[src/lsx_pkg.sv]
package lsx_pkg;

  localparam int XLEN = 32;
  localparam int REG_IDX_W = 4;
  localparam logic [3:0] REG_SP = 4'hD;
  localparam logic [3:0] REG_PC = 4'hF;

  localparam int IMM_W = 13;
  localparam logic signed [12:0] OFS_PLAIN_MIN = -13'sd255;
  localparam logic signed [12:0] OFS_PLAIN_MAX = 13'sd4095;
  localparam logic signed [12:0] OFS_INDEX_MIN = -13'sd255;
  localparam logic signed [12:0] OFS_INDEX_MAX = 13'sd255;
  localparam logic signed [12:0] OFS_DUAL_MIN = -13'sd1020;
  localparam logic signed [12:0] OFS_DUAL_MAX = 13'sd1020;
  localparam logic signed [12:0] OFS_EXCL_MIN = 13'sd0;
  localparam logic signed [12:0] OFS_EXCL_MAX = 13'sd1020;

  localparam logic [XLEN-1:0] STATUS_OK = 32'h0000_0000;
  localparam logic [XLEN-1:0] STATUS_FAIL = 32'h0000_0001;
  localparam logic [XLEN-1:0] RESET_WORD = 32'h0000_0000;

  typedef enum logic [1:0] {SZ_BYTE, SZ_HALF, SZ_WORD, SZ_DUAL} size_t;
  typedef enum logic [1:0] {AM_OFFSET, AM_PRE, AM_POST} amode_t;
  typedef enum logic [1:0] {OP_LOAD, OP_STORE, OP_LOAD_EXCL, OP_STORE_EXCL} op_t;

  typedef struct packed {
    op_t op;
    size_t size;
    logic sign_ext;
    amode_t amode;
    logic [IMM_W-1:0] offset;
    logic [REG_IDX_W-1:0] base_reg;
    logic [REG_IDX_W-1:0] data_reg;
    logic [REG_IDX_W-1:0] second_data_reg;
    logic [REG_IDX_W-1:0] status_reg;
    logic [XLEN-1:0] base_val;
    logic [XLEN-1:0] data_val;
    logic [XLEN-1:0] second_data_val;
  } req_t;

  typedef struct packed {
    logic [XLEN-1:0] addr;
    logic write;
    size_t size;
    logic [2*XLEN-1:0] wdata;
  } mem_req_t;

  typedef struct packed {
    logic wr_en;
    logic [REG_IDX_W-1:0] idx;
    logic [XLEN-1:0] val;
  } wb_t;

endpackage
[src/lsx_exec.sv]
`timescale 1ns/100ps
`default_nettype none
// Contract
// RL1: Pre-indexed: address is base plus offset, and that sum is written back.
// RL2: Post-indexed: address is the plain base, then base plus offset is written back.
// RL3: Byte, halfword, word and doubleword; byte and halfword loads sign or zero extend.
// RL4: Single transfers: offset -255..4095 plain, -255..255 when indexed.
// RL5: Doubleword offsets are multiples of four within -1020..1020 in every form.
// RL6: Software keeps SP/PC loads word-only, distinct pair targets, base not a target.
// RL7: Word load to PC branches to value with bit 0 cleared.
// RL8: Software never stores from or bases on PC; SP source only for words.
// RL9: None of these instructions alters the condition flags.
// RL10: Exclusive loads read byte, half or word; no offset means base address.
// RL11: Exclusive store writes status 0 if stored, 1 if not.
// RL12: Status 0 only when no other agent touched the location since the load. Code sees snoops two cycles late, so a store accepted meanwhile still gets 0.
// RL13: Software stores exclusive to the address of the latest exclusive load.
// RL14: Software pairs exclusive store size with the preceding exclusive load.
// RL15: Software avoids PC, SP as status/data, and status equal to data or base.
// RL16: Word exclusive offsets are multiples of four in 0..1020; others have none.
// RL17: Software keeps the code between the exclusive pair short.
// RL18: Exclusive load sets the local monitor; any exclusive store clears it. Code clears it only on a legal exclusive store, not on a faulting one.
module lsx_exec
  import lsx_pkg::*;
(
  input wire logic CLK,
  input wire logic RST_N,
  input wire logic REQ_VALID,
  output logic REQ_READY,
  input wire req_t REQ,
  output logic DECODE_FAULT,
  output logic MEM_VALID,
  input wire logic MEM_READY,
  output mem_req_t MEM_REQ,
  input wire logic RDATA_VALID,
  input wire logic [2*XLEN-1:0] RDATA,
  input wire logic SNOOP_VALID,
  input wire logic [XLEN-1:0] SNOOP_ADDR,
  output wb_t WB_BASE,
  output wb_t WB_DATA,
  output wb_t WB_DATA2,
  output logic BRANCH_VALID,
  output logic [XLEN-1:0] BRANCH_TARGET,
  output logic FLAGS_WRITE,
  output logic DONE
);

  typedef enum logic [1:0] {ST_IDLE, ST_ISSUE, ST_WAIT} state_t;

  state_t state_q;
  req_t cur_q;
  logic [XLEN-1:0] addr_q;
  logic [XLEN-1:0] base_next_q;
  logic snoop_q1, snoop_q2;
  logic [XLEN-1:0] snoop_addr_q1, snoop_addr_q2;
  logic mon_open;
  logic legal;
  logic accept;
  logic [XLEN-1:0] ofs_ext, sum, acc_addr;
  logic mon_set, mon_clr, excl_ok;
  wb_t wb_base_q, wb_data_q, wb_data2_q;
  logic branch_q, done_q, fault_q;
  logic [XLEN-1:0] branch_tgt_q;

  function automatic logic in_range(input logic signed [IMM_W-1:0] v,
                                    input logic signed [IMM_W-1:0] lo,
                                    input logic signed [IMM_W-1:0] hi);
    in_range = (v >= lo) && (v <= hi);
  endfunction

  function automatic logic [XLEN-1:0] extend(input logic [XLEN-1:0] v, input size_t sz,
                                             input logic sgn);
    case (sz)
      SZ_BYTE: extend = {{24{sgn & v[7]}}, v[7:0]};
      SZ_HALF: extend = {{16{sgn & v[15]}}, v[15:0]};
      default: extend = v;
    endcase
  endfunction

  always_comb begin
    legal = 1'b0;
    case (REQ.op)
      OP_LOAD, OP_STORE: begin
        if (REQ.size == SZ_DUAL) begin
          legal = (REQ.offset[1:0] == 2'b00) &&
                  in_range(REQ.offset, OFS_DUAL_MIN, OFS_DUAL_MAX); // RL5
        end else if (REQ.amode == AM_OFFSET) begin
          legal = in_range(REQ.offset, OFS_PLAIN_MIN, OFS_PLAIN_MAX); // RL4
        end else begin
          legal = in_range(REQ.offset, OFS_INDEX_MIN, OFS_INDEX_MAX); // RL4
        end
      end
      OP_LOAD_EXCL, OP_STORE_EXCL: begin
        if (REQ.size == SZ_WORD) begin
          legal = (REQ.amode == AM_OFFSET) && (REQ.offset[1:0] == 2'b00) &&
                  in_range(REQ.offset, OFS_EXCL_MIN, OFS_EXCL_MAX); // RL16
        end else begin
          legal = (REQ.amode == AM_OFFSET) && (REQ.offset == '0) &&
                  (REQ.size != SZ_DUAL); // RL16
        end
      end
      default: legal = 1'b0;
    endcase
  end

  assign REQ_READY = (state_q == ST_IDLE);
  assign accept = REQ_VALID && REQ_READY;
  assign ofs_ext = {{(XLEN-IMM_W){REQ.offset[IMM_W-1]}}, REQ.offset};
  assign sum = REQ.base_val + ofs_ext;
  assign acc_addr = (REQ.amode == AM_POST) ? REQ.base_val : sum; // RL1 RL2 RL10

  // A store exclusive succeeds only while the reservation still stands.
  assign excl_ok = mon_open; // RL12
  assign mon_set = (state_q == ST_WAIT) && RDATA_VALID && (cur_q.op == OP_LOAD_EXCL); // RL18
  assign mon_clr = accept && legal && (REQ.op == OP_STORE_EXCL); // RL18

  always_ff @(posedge CLK or negedge RST_N) begin
    if (!RST_N) begin
      snoop_q1 <= 1'b0;
      snoop_q2 <= 1'b0;
      snoop_addr_q1 <= RESET_WORD;
      snoop_addr_q2 <= RESET_WORD;
    end else begin
      snoop_q1 <= SNOOP_VALID;
      snoop_q2 <= snoop_q1;
      snoop_addr_q1 <= SNOOP_ADDR;
      snoop_addr_q2 <= snoop_addr_q1;
    end
  end

  lsx_monitor u_monitor (
    .clk(CLK),
    .rst_n(RST_N),
    .set(mon_set),
    .set_addr(addr_q),
    .set_size(cur_q.size),
    .clr(mon_clr),
    .snoop_valid(snoop_q2),
    .snoop_addr(snoop_addr_q2),
    .open(mon_open),
    .addr(),
    .size()
  );

  always_ff @(posedge CLK or negedge RST_N) begin
    if (!RST_N) begin
      state_q <= ST_IDLE;
    end else begin
      case (state_q)
        ST_IDLE: begin
          if (accept && legal && !(REQ.op == OP_STORE_EXCL && !excl_ok)) begin
            state_q <= ST_ISSUE;
          end
        end
        ST_ISSUE: begin
          if (MEM_READY) begin
            state_q <= (cur_q.op == OP_LOAD || cur_q.op == OP_LOAD_EXCL) ? ST_WAIT : ST_IDLE;
          end
        end
        ST_WAIT: begin
          if (RDATA_VALID) begin
            state_q <= ST_IDLE;
          end
        end
        default: state_q <= ST_IDLE;
      endcase
    end
  end

  always_ff @(posedge CLK or negedge RST_N) begin
    if (!RST_N) begin
      cur_q <= '0;
      addr_q <= RESET_WORD;
      base_next_q <= RESET_WORD;
    end else if (accept) begin
      cur_q <= REQ;
      addr_q <= acc_addr;
      base_next_q <= sum;
    end
  end

  always_ff @(posedge CLK or negedge RST_N) begin
    if (!RST_N) begin
      wb_base_q <= '0;
      wb_data_q <= '0;
      wb_data2_q <= '0;
      branch_q <= 1'b0;
      branch_tgt_q <= RESET_WORD;
      done_q <= 1'b0;
      fault_q <= 1'b0;
    end else begin
      wb_base_q.wr_en <= 1'b0;
      wb_data_q.wr_en <= 1'b0;
      wb_data2_q.wr_en <= 1'b0;
      branch_q <= 1'b0;
      done_q <= 1'b0;
      fault_q <= 1'b0;
      if (accept && !legal) begin
        fault_q <= 1'b1;
        done_q <= 1'b1;
      end else if (accept && REQ.op == OP_STORE_EXCL && !excl_ok) begin
        wb_data_q <= '{wr_en: 1'b1, idx: REQ.status_reg, val: STATUS_FAIL}; // RL11
        done_q <= 1'b1;
      end else if (state_q == ST_ISSUE && MEM_READY && cur_q.op != OP_LOAD &&
                   cur_q.op != OP_LOAD_EXCL) begin
        if (cur_q.op == OP_STORE_EXCL) begin
          wb_data_q <= '{wr_en: 1'b1, idx: cur_q.status_reg, val: STATUS_OK}; // RL11
        end
        if (cur_q.amode != AM_OFFSET && cur_q.op == OP_STORE) begin
          wb_base_q <= '{wr_en: 1'b1, idx: cur_q.base_reg, val: base_next_q}; // RL1 RL2
        end
        done_q <= 1'b1;
      end else if (state_q == ST_WAIT && RDATA_VALID) begin
        if (cur_q.op == OP_LOAD && cur_q.size == SZ_WORD && cur_q.data_reg == REG_PC) begin
          branch_q <= 1'b1; // RL7
          branch_tgt_q <= {RDATA[XLEN-1:1], 1'b0}; // RL7
        end else begin
          wb_data_q <= '{wr_en: 1'b1, idx: cur_q.data_reg,
                         val: extend(RDATA[XLEN-1:0], cur_q.size, cur_q.sign_ext)}; // RL3 RL10
        end
        if (cur_q.size == SZ_DUAL) begin
          wb_data2_q <= '{wr_en: 1'b1, idx: cur_q.second_data_reg,
                          val: RDATA[2*XLEN-1:XLEN]}; // RL3
        end
        if (cur_q.amode != AM_OFFSET && cur_q.op == OP_LOAD) begin
          wb_base_q <= '{wr_en: 1'b1, idx: cur_q.base_reg, val: base_next_q}; // RL1 RL2
        end
        done_q <= 1'b1;
      end
    end
  end

  assign MEM_VALID = (state_q == ST_ISSUE);
  always_comb begin
    MEM_REQ.addr = addr_q;
    MEM_REQ.write = (cur_q.op == OP_STORE) || (cur_q.op == OP_STORE_EXCL);
    MEM_REQ.size = cur_q.size;
    MEM_REQ.wdata = {cur_q.second_data_val, cur_q.data_val};
  end

  assign WB_BASE = wb_base_q;
  assign WB_DATA = wb_data_q;
  assign WB_DATA2 = wb_data2_q;
  assign BRANCH_VALID = branch_q;
  assign BRANCH_TARGET = branch_tgt_q;
  assign FLAGS_WRITE = 1'b0; // RL9
  assign DONE = done_q;
  assign DECODE_FAULT = fault_q;

endmodule
`default_nettype wire

[src/lsx_monitor.sv]
`timescale 1ns/100ps
`default_nettype none
module lsx_monitor
  import lsx_pkg::*;
(
  input wire logic clk,
  input wire logic rst_n,
  input wire logic set,
  input wire logic [XLEN-1:0] set_addr,
  input wire size_t set_size,
  input wire logic clr,
  input wire logic snoop_valid,
  input wire logic [XLEN-1:0] snoop_addr,
  output logic open,
  output logic [XLEN-1:0] addr,
  output size_t size
);

  logic open_q;
  logic [XLEN-1:0] addr_q;
  size_t size_q;

  // A foreign access to the guarded word breaks the reservation.
  function automatic logic same_word(input logic [XLEN-1:0] a, input logic [XLEN-1:0] b);
    same_word = (a[XLEN-1:2] == b[XLEN-1:2]);
  endfunction

  always_ff @(posedge clk or negedge rst_n) begin
    if (!rst_n) begin
      open_q <= 1'b0;
    end else if (set) begin
      open_q <= 1'b1;
    end else if (clr) begin
      open_q <= 1'b0;
    end else if (snoop_valid && same_word(snoop_addr, addr_q)) begin
      open_q <= 1'b0;
    end
  end

  always_ff @(posedge clk or negedge rst_n) begin
    if (!rst_n) begin
      addr_q <= RESET_WORD;
      size_q <= SZ_WORD;
    end else if (set) begin
      addr_q <= set_addr;
      size_q <= set_size;
    end
  end

  assign open = open_q;
  assign addr = addr_q;
  assign size = size_q;

endmodule
`default_nettype wire

[config.mk]
export PLATFORM = sky130hd
export DESIGN_NAME = lsx_exec
export DESIGN_NICKNAME = d
export VERILOG_FILES = /design/src/lsx_pkg.sv /design/src/lsx_exec.sv /design/src/lsx_monitor.sv
export SDC_FILE = /design/constraint.sdc
export NUM_CORES = 1
export LEC_CHECK = 0
export ABC_AREA = 1
export BUFFER_PORTS_ARGS = -buffer_cell sky130_fd_sc_hd__buf_4
export CAP_MARGIN = 20
export CORE_UTILIZATION = 40
export CTS_BUF_LIST = sky130_fd_sc_hd__clkbuf_16
export CTS_CLUSTER_DIAMETER = 30
export DETAILED_ROUTE_END_ITERATION = 10
export PLACE_DENSITY = 0.75
export SETUP_SLACK_MARGIN = 0.05
export SYNTH_ARGS = -nofsm -noshare
export SYNTH_HDL_FRONTEND = slang
export SYNTH_SLANG_ARGS = --single-unit
[constraint.sdc]
create_clock -name CLK -period 2.6 [get_ports CLK]
set_input_delay 0.39 -clock CLK [delete_from_list [all_inputs] [get_ports CLK]]
set_output_delay 0.39 -clock CLK [all_outputs]
set_load 0.01 [all_outputs]
==> Word level (Yosys, flattened, before mapping) <==
Cells that the tools add are included.
W data, S select, Z words.
{ "totals": {"input_bits": 234, "out_inout_bits": 248, "elab_cells": 161, "register_bits": 397} }
{ "op_classes": {"n_reduce_logical": 52, "n_eq_ne": 24, "bitwise_logic": 5, "order_cmp": 6, "mux": 41, "addsub": 1} }
{ "ops": {"columns": ["cell", "n"], "rows": [
  ["$mux W37", 17],
  ["$pmux W32 S2", 1],
  ["$add A32 B32 Y32", 1],
  ["$mux W32", 1],
  ["$eq A30 B30 Y1", 1],
  ["$logic_and A1 B1 Y1", 27],
  ["$eq A2 B2 Y1 const B", 10],
  ["$mux W1", 16],
  ["$reduce_and A5 Y1", 3],
  ["$ge A13 B1 Y1 const B", 1],
  ["$ge A13 B11 Y1 const B", 1],
  ["$ge A13 B9 Y1 const B", 1],
  ["$le A13 B11 Y1 const B", 1],
  ["$le A13 B13 Y1 const B", 1],
  ["$le A13 B9 Y1 const B", 1],
  ["$logic_not A13 Y1", 1],
  ["$logic_not A2 Y1", 6],
  ["$eq A2 B1 Y1 const B", 4],
  ["$mux W2", 4],
  ["$reduce_bool A2 Y1", 4],
  ["$ne A2 B1 Y1 const B", 3],
  ["$ne A2 B2 Y1 const B", 3],
  ["$pmux W2 S3", 1],
  ["$reduce_bool A3 Y1", 2],
  ["11 further kinds", 18]
]} }

==> Depth between registers and ports, before layout <==
Gate-level depths: netlist (run 1).
{ "logic_depth": {"ltp_word": 9, "mapped_depth": 14, "ltp_nobuf": 14} }

==> Hierarchy <==
A second synthesis (run 1) with hierarchy kept.
{ "hier_totals": {"cells_unflattened": 2262, "area_unflattened_um2": 18465.2} }
{ "modules_own_cells": {"columns": ["mod", "area_per_inst_um2", "cells_per_inst", "n_inst", "seq_area_each_um2"], "rows": [
  ["lsx_exec", 16580.9, 1982, 1, 9108.7],
  ["lsx_monitor", 1884.3, 280, 1, 877.1]
]} }

==> Worst setup path after synthesis (run 1) <==
Ideal clock, no wire load.
{ "synth_path": {"path_kind": "input-to-reg", "from": "in REQ[64] in the netlist's numbering", "to": "reg addr_q[16]", "n_path_buf": 0, "arrival_time_ns": 1.794, "setup_ns": 0.130, "required_time_ns": 2.470, "slack_ns": 0.676, "stages": 13, "cell_sequence": "ha_1 inv_1 fa_1 inv_1 nand3_1 nand3_1 nand2_1 nand3_1 nand2_1 nand3_1 nand3_1 nand2_1 o21ai_0"} }
{ "synth_via": {"elab_chain_len": 2} }
{ "synth_lines": {"columns": ["element", "line_no", "text"], "rows": [
  ["start, declared", "lsx_exec.sv:29", "input wire req_t REQ,"],
  ["$add A32 B32 Y32", "lsx_exec.sv:108", "assign sum = REQ.base_val + ofs_ext;"],
  ["$mux W32", "lsx_exec.sv:109", "assign acc_addr = (REQ.amode == AM_POST) ? REQ.base_val : sum;"],
  ["end signal, assigned", "lsx_exec.sv:176", "addr_q <= acc_addr;"],
  ["end, declared", "lsx_exec.sv:51", "logic [XLEN-1:0] addr_q;"]
]} }
No other way between the ends.
A chain may end at the register's enable or synchronous reset.

==> Worst setup path after layout (run 1) <==
{ "layout_path": {"from": "in REQ[124] in the netlist's numbering", "to": "reg addr_q[27]"} }
Same word-level chain as after synthesis.

==> impl_results.md, run 1 <==
- Synth Register Bits: 391
- Hold Fails Final Rpt: 0
- Unrepaired setup endpoints after global routing: false
- Number of remaining DRC errors: 0
- Yosys cell types: 40
- Synth area leaders: dfrtp_1, nand2_1, inv_1
- RD Place Congestion: 0.969
- Hold path start: REQ[0]
- Top-level port count: 482
- DR WL/cell: between 15 and 20 µm
- Area grow syn2layout: 45.7%
- Worst slew margin: a little over half
- Mapped Cells: about 2,200
- R2r setup slk: 700 ps
- Clock latency on the worst-skew pair: 600 ps
- Top-area cell type share of the netlist area: between 50 and 60%
- WL final: 60.4 mm
- Total grt overflow: 0
- Initial antenna violation count: 0
- Max Cap Viol: 0
- Via count of the first global-routing pass: 16,800
- Worst reg2reg path startpoint: MEM_REQ[64]
- HP Class: input port to flip-flop
- Critical path's largest stage delay: 440 ps
- Hold Path Stages: 3
- Cell mode on critical path: nand2_1
- Total Nets Final: 3,027
- Final Power: 26.0 mW
- Crit path time final: about 1900 ps
- Final count of negative-setup-slack endpoints: 0
- Period utilisation layout: 73.4%
- Die X: between 200 and 250 µm
- YS warnings: 0
- Worst IR Drop VDD: between 0.0006 and 0.0007 V
- Share of layout cells above drive strength 1: 24.9%
- Core Region: 44,200 µm²
- Average size of a mapped cell: 8.27 µm²
- R2r endpoint: WB_DATA[17]
- DRT iter0 DRCs: between 1,000 and 1,500
- # fillers: 3,665
- First-pass GRT wire length: a little over 90 mm
- H-tree levels: 3
- Num CTS Buffers: slightly above 80
- Port buffer count: approximately 480
- Vias post-DR: between 15,000 and 20,000
- Die area: 45,600 µm²
- Slew @ Worst Pin: 687 ps
- WHS Endpoint: MEM_REQ[32]
- Die Height: between 200 and 250 µm
- Cell taking the most area after synthesis: dfrtp_1
- Cell area after synthesis: 17,900 µm²
- Clock Pin Slew Worst Setup and Hold Paths: around 50 ps
- TritonCTS clock tree: built
- Slowest-stage cell, CP: ha_1
- Root buffer cell: clkbuf_16
- Pleak: between 10 and 15 nW
- Vias per cell: 4.85
- # rows: a little under 80
- CP Launch Type: input port
- Main flop type after synthesis: dfrtp_1
- # clock sinks: 391
- Number of synthesized flops with an enable pin: 0
- Status: completed
- Largest buffer count on any clock path: 3
- Worst path cell trace: buf_4 > ha_1 > nand2_1 > inv_1 > nand2_1 > nor3_1 > and2_1 > nand2_1 > nand3_1 > nand3_1 > nand2_1 > nand2_1
- Initial core utilization: 40.5%
- Dpl hpwl: ~42 mm
- Worst path required time: 3070 ps
- Clk_skew: 21.4 ps
- Fmax: 0.524 GHz
- Slew Viols, Final: 0
- Critical path type: input port to flip-flop
- Synth async-reset ratio: 100%
- Routed Antenna Nets: 0
- Reg2reg path depth: 6
- Setup crit end kind: flip-flop
- First-pass DRT Iterations: 5
- Setup TNS: 0 ps
- WP data arrival: 2380 ps
- Seq/Total Area, Yosys: a little over half
- Total GRT Usage: 26.0%
- Power per cell area: ~1000 nW/µm²
- Largest net degree at the start of global routing: 144
- CP max FO: 23
==> worst max-delay path: cells and delay by family <==
kind,cells,cell delay (ps)
adders and majority gates,1,440
and+or+nand+nor,9,1230
buffers and inverters,2,320
==> synthesized netlist by cell type (3+ instances only) <==
library cell / number
nand2_1: 916
dfrtp_1: 391
inv_1: 210
o21ai_0: 134
nor2_1: 108
buf_4: 71
nand3_1: 69
clkbuf_1: 46
mux2_2: 35
ha_1: 31
a21oi_1: 29
nand4_1: 20
buf_2: 15
nor3_1: 13
xor2_1: 11
xnor2_1: 8
a31oi_1: 7
o22ai_1: 5
or2_2: 5
a21o_1: 4
and2_1: 4
nor2_2: 4
buf_1: 3
inv_2: 3
nand3_2: 3
nand3b_1: 3
o211ai_1: 3
==> worst max path at each step <==
stage / endpoint / start / depth (start not counted) / slack (ps)
6_report: addr_q[27] / REQ[124] / 12 / 690
5_1_grt: addr_q[16] / REQ[64] / 14 / 550
4_1_cts: BRANCH_TARGET[15] / cur_q[104] / 6 / 540
3_5_place_dp: addr_q[16] / REQ[64] / 14 / 130
3_3_place_gp: addr_q[27] / REQ[124] / 12 / 160
2_1_floorplan: addr_q[16] / REQ[64] / 13 / 680
==> through the flow <==
stage               hold slack (ps)  instances  util (%)  setup slack [ps]  cell area, µm²
floorplan                      94.4       2168         -               676           17900
global placement                335       3131      49.3               162           21800
detailed placement              335       3131      49.3               132           21800
CTS                           0.168       3416      58.9               538           26100
global route                   2.29       3418      59.0               550           26100
finish                         28.6       3421      59.0               691           26100
==> kinds of logic (layout without fill, tap and decap cells) <==
logic type	count (synthesis)	in the layout	share of synthesized area (%)
AO/OA/AOI/OAI	188	188	5.54
other	1	5	0.0209
flip-flops	391	391	54.6
AND/OR/NAND/NOR	1149	1149	25.4
adder cells (fa/ha/maj)	32	32	2.28
buffers and inverters	351	1009	8.96
multiplexers	36	36	2.26
XOR/XNOR	19	19	0.929
==> placed cells by master, fill, tap and decap left out, drive strengths merged, types with 14 or more instances in the layout <==
cell type    count
buf            508
dfrtp          391
nand4           20
nand3           72
mux2            36
inv            226
nor3            14
clkinv          33
dlygate4sd3    138
nor2           112
nand2          918
ha              31
o21ai          135
a21oi           29
clkbuf          82
bufinv          16
==> area by class of cell <==
cell class / count / area [µm²] / area share [%]
clock inverters: 66 / 847 / 3.25
inverters: 215 / 810 / 3.10
repair buffers: 646 / 5320 / 20.4
diodes: 3 / 7.51 / 0.0288
clock buffers: 82 / 2050 / 7.86
well taps: 592 / 741 / 2.84
flip-flops and latches: 391 / 9780 / 37.5
multi-input cells: 1426 / 6540 / 25.0
==> flip-flops by register name, indices dropped and copies added, names as in the netlist, 2 cells and up <==
| name | cells |
|---|---|
| base_next_q | 32 |
| WB_DATA | 37 |
| addr_q | 32 |
| state_q | 2 |
| u_monitor.addr | 30 |
| WB_BASE | 37 |
| MEM_REQ | 66 |
| cur_q | 21 |
| snoop_addr_q1 | 30 |
| BRANCH_TARGET | 31 |
| snoop_addr_q2 | 30 |
| WB_DATA2 | 37 |
==> power breakdown <==
group / switching (mW) / internal (mW)
clock: 3.52 / 7.39
sequential: 1.11 / 7.72
combinational: 3.36 / 2.88
total: 8.00 / 18.0
==> per-layer routing <==
layer	GRT usage (%)	vias to the layer above	part of all wire, %	routed length, µm
met3	6.55	120	7.9	4780
met1	32.1	7877	41	24700
met2	43.5	716	48	29200
li1	-	7874	-	-
met4	10.6	0	3.0	1820
met5	0	-	0	0
==> repair_timing <==
action	CTS	global route
gates resized for setup	0	0
endpoints found under the hold margin	188	1
buffers inserted	0	0
hold buffers	137	1
Note: power is estimated with default switching activity, not from simulation.
==> inputs of run 2 (changes only) <==
--- a/config.mk
+++ b/config.mk
@@ -5,7 +5,7 @@
 export SDC_FILE = /design/constraint.sdc
 export NUM_CORES = 1
 export LEC_CHECK = 0
-export ABC_AREA = 1
+export ABC_AREA = 0
 export BUFFER_PORTS_ARGS = -buffer_cell sky130_fd_sc_hd__buf_4
 export CAP_MARGIN = 20
 export CORE_UTILIZATION = 40
==> constraint.sdc (replaced) <==
create_clock -name CLK -period 2 [get_ports CLK]
set_input_delay 0.3 -clock CLK [delete_from_list [all_inputs] [get_ports CLK]]
set_output_delay 0.3 -clock CLK [all_outputs]
set_load 0.01 [all_outputs]
==> impl_results.md, run 2 <==
- Combinational Power Share: 23.2% (-0.8 points)
- Power per cell area: 1130 nW/µm² (+14%)
- Crit path time final: 2320 ps
- YS warnings: 0 (unchanged)
- Psw: 9.50 mW (+19%)
- Part of the power in registers: 33.1% (-0.9 points)
- Die area: 43,000 µm² (-5.9%)
- Failing checks: setup timing
- Max reg flops: 66 (unchanged)
- Number of synthesized flops with an enable pin: 0 (unchanged)
- Register area: 9790 µm² (about the same)
- Multi-input logic area: 7280 µm² (+11%)
- First-pass GRT wire length: 96.6 mm (+6.0%)
- First-pass DRT Iterations: 5 (unchanged)
- # fillers: 2,612 (-29%)
- Most frequent cell after synthesis: dfrtp_1
- Status: complete, but fails checks
- Top-level port count: 482 (unchanged)
- Worst slew margin: 61.7% (+7.5 points)
- Hold Fails Final Rpt: 0 (unchanged)
- DR WL/cell: 24.1 µm (+37%)
- Num CTS Buffers: 87 (+7.4%)
- Synth async-reset ratio: 100% (unchanged)
- Worst IR Drop VDD: 0.000878 V (+31%)
- Post-synth top cells: dfrtp_1, nand2_1, mux2_2, o21ai_0, buf_4
- Largest buffer count on any clock path: 3 (unchanged)
- CP max FO: 3 (-87%)
- Pleak: 14.1 nW (-0.76%)
- CP Launch Type: input port
- Average size of a mapped cell: 11.2 µm² (+36%)
- Setup WS post-layout: -316 ps (-1010 ps)
- Area grow syn2layout: 67.8%
- Internal cell power: 22.6 mW (+25%)
- Total GRT Usage: 29.1% (+3.1 points)
- TritonCTS clock tree: built
- Die X: 207 µm (-3.0%)
- Slew @ Worst Pin: 575 ps (-112 ps)
- Routed Antenna Nets: 0 (unchanged)
- Synth Register Bits: 391 (unchanged)
- Final Power: 32.1 mW (+23%)
- RD Place Congestion: 0.875 (-9.6%)
- Port buffer count: 477 (unchanged)
- Root buffer cell: clkbuf_16
- Main flop type after synthesis: dfrtp_1
- Period utilisation layout: 116%
- Hold Slack: 35.5 ps (+6.88 ps)
- Most common cell after layout, fill and taps aside: buf_4
- Top-area cell type share of the netlist area: 58.1% (+3.4 points)
- Cell area after synthesis: 16,900 µm² (-5.9%)
- Setup crit end kind: flip-flop
- Mapped Cells: 1,500 (-31%)
- Max Cap Viol: 0 (unchanged)
- Fmax: between 0.4 and 0.5 GHz
- Yosys cell types: 63 (+57%)
- Final count of negative-setup-slack endpoints: 129 (+129)
- Number of remaining DRC errors: 0 (unchanged)
- H-tree levels: 3 (unchanged)
- Vias per cell: 5.45 (+12%)
- Unrepaired setup endpoints after global routing: true
- Worst path required time: 2450 ps (-620 ps)
- Critical path type: input port to flip-flop
- Vias post-DR: 16,000 (-3.6%)
- Largest net degree at the start of global routing: 117 (-19%)
- Core Region: 41,200 µm² (-6.8%)
- Synth area leaders: dfrtp_1, mux2_2, nand2_1
- Initial core utilization: 40.9% (+0.40 points)
- WL final: 70.8 mm (+17%)
- Setup WS pre-CTS: -996 ps (-1130 ps)
- # clock sinks: 391 (unchanged)
- Most frequent cells in the layout: buf_4, dfrtp_1, nand2_1
- Switching Fraction: 29.6% (-1.1 points)
- Clock latency on the worst-skew pair: 590 ps (about the same)
- Slew Viols, Final: 0 (unchanged)
- Clk_skew: 23.3 ps (+1.96 ps)
- Cell taking the most area after synthesis: dfrtp_1
- Dpl hpwl: 38.2 mm (-8.2%)
- Clk pwr share: 43.8% (+1.8 points)
- Die Height: 207 µm (-3.0%)
- Clock Pin Slew Worst Setup and Hold Paths: 50 ps (about the same)
- WP data arrival: 2770 ps (+390 ps)
- DRT iter0 DRCs: 1,355 (-3.1%)
- # rows: 74 (-3.9%)
- Initial antenna violation count: 4 (+4)
- Via count of the first global-routing pass: 16,600 (-1.0%)
- Share of layout cells above drive strength 1: 44.9% (+20 points)
- HP Class: input port to flip-flop
- Total grt overflow: 0 (unchanged)
- Seq/Total Area, Yosys: 58.1% (+3.4 points)
- Total Nets Final: 2,594 (-14%)
==> run 2: final cells by class <==
class,count,area share (%)
Clock buffer,88,7.79
Multi-Input combinational cell,961,25.7
Timing Repair Buffer,872,26.9
Sequential cell,391,34.6
Tap cell,532,2.35
Inverter,15,0.199
Antenna cell,5,0.0442
Clock inverter,70,2.35
==> run 2: final timing paths <==
kind / startpoint / to / slack (ps) / cells past startpoint
max in group asynchronous: RST_N / WB_DATA[16] / 1070 / 4
min in group asynchronous: RST_N / u_monitor.addr[19] / 180 / 2
hold / removal: REQ[88] / addr_q[24] / 40 / 3
setup reg to reg: cur_q[105] / WB_DATA[27] / -180 / 7
hold reg to reg: snoop_addr_q1[13] / snoop_addr_q2[13] / 340 / 0
setup / recovery: REQ[112] / addr_q[14] / -320 / 16
==> run 2: per-stage QoR <==
| stage | utilization, % | instances | TNS [ps] | cell area, µm² |
|---|---|---|---|---|
| 3_5_place_dp | 53.2 | 2529 | -60560 | 21900 |
| 6_report | 68.7 | 2934 | -12790 | 28300 |
| 2_1_floorplan | - | 1501 | -13760 | 17100 |
| 3_3_place_gp | 53.2 | 2529 | -60740 | 21900 |
| 4_1_cts | 66.1 | 2889 | -2040 | 27200 |
| 5_1_grt | 68.6 | 2933 | -18530 | 28300 |
==> run 2: per-layer routing <==
metal	up-vias	part of all wire [%]	track usage, %
li1	6730	-	-
met1	7807	36	32.8
met2	1068	47	48.8
met3	382	8.5	7.11
met4	0	8.3	20.5
met5	-	0	0
==> run 2: kinds of logic (layout without fill, tap and decap cells) <==
| group | count (synthesis) | in the layout | share of synthesized area, % |
|---|---|---|---|
| muxes | 155 | 155 | 10.3 |
| and+or+nand+nor | 487 | 494 | 12.2 |
| other | 1 | 7 | 0.0223 |
| xor gates and xnor gates | 61 | 61 | 3.17 |
| AOI/OAI and AO/OA | 217 | 217 | 8.50 |
| buffers and inverters | 156 | 1045 | 5.34 |
| DFF | 391 | 391 | 58.1 |
| adders and majority gates | 32 | 32 | 2.42 |
==> run 2: worst max-delay path, cell delays in order <==
cell and delay, ps:
buf_8 80, ha_4 180, inv_2 50, fa_2 330, and2b_2 260, o2111ai_4 180, a21oi_4 200, a31oi_4 120
buf_6 130, buf_6 120, o21bai_4 170, buf_4 150, xnor2_2 110, nor2_1 70, a21oi_1 230, o21ai_1 80
==> run 2: timing repair <==
item                       4_1_cts  5_1_grt
hold endpoints to repair       297        0
setup endpoints to repair       88      184
hold buffers                   189        0
gates resized for setup         97      142
buffers inserted                10       25
cloned                           4       16
pin swaps                       44       36
==> run 2: power groups by stage <==
stage | logic, mW | clock network [mW] | registers [mW]
6_report | 7.42 | 14.0 | 10.6
5_1_grt | 7.82 | 14.6 | 10.7
4_1_cts | 6.75 | 13.9 | 10.4
3_5_place_dp | 6.12 | 0 | 10.5
3_3_place_gp | 6.00 | 0 | 10.5
2_1_floorplan | 2.73 | 0 | 10.6
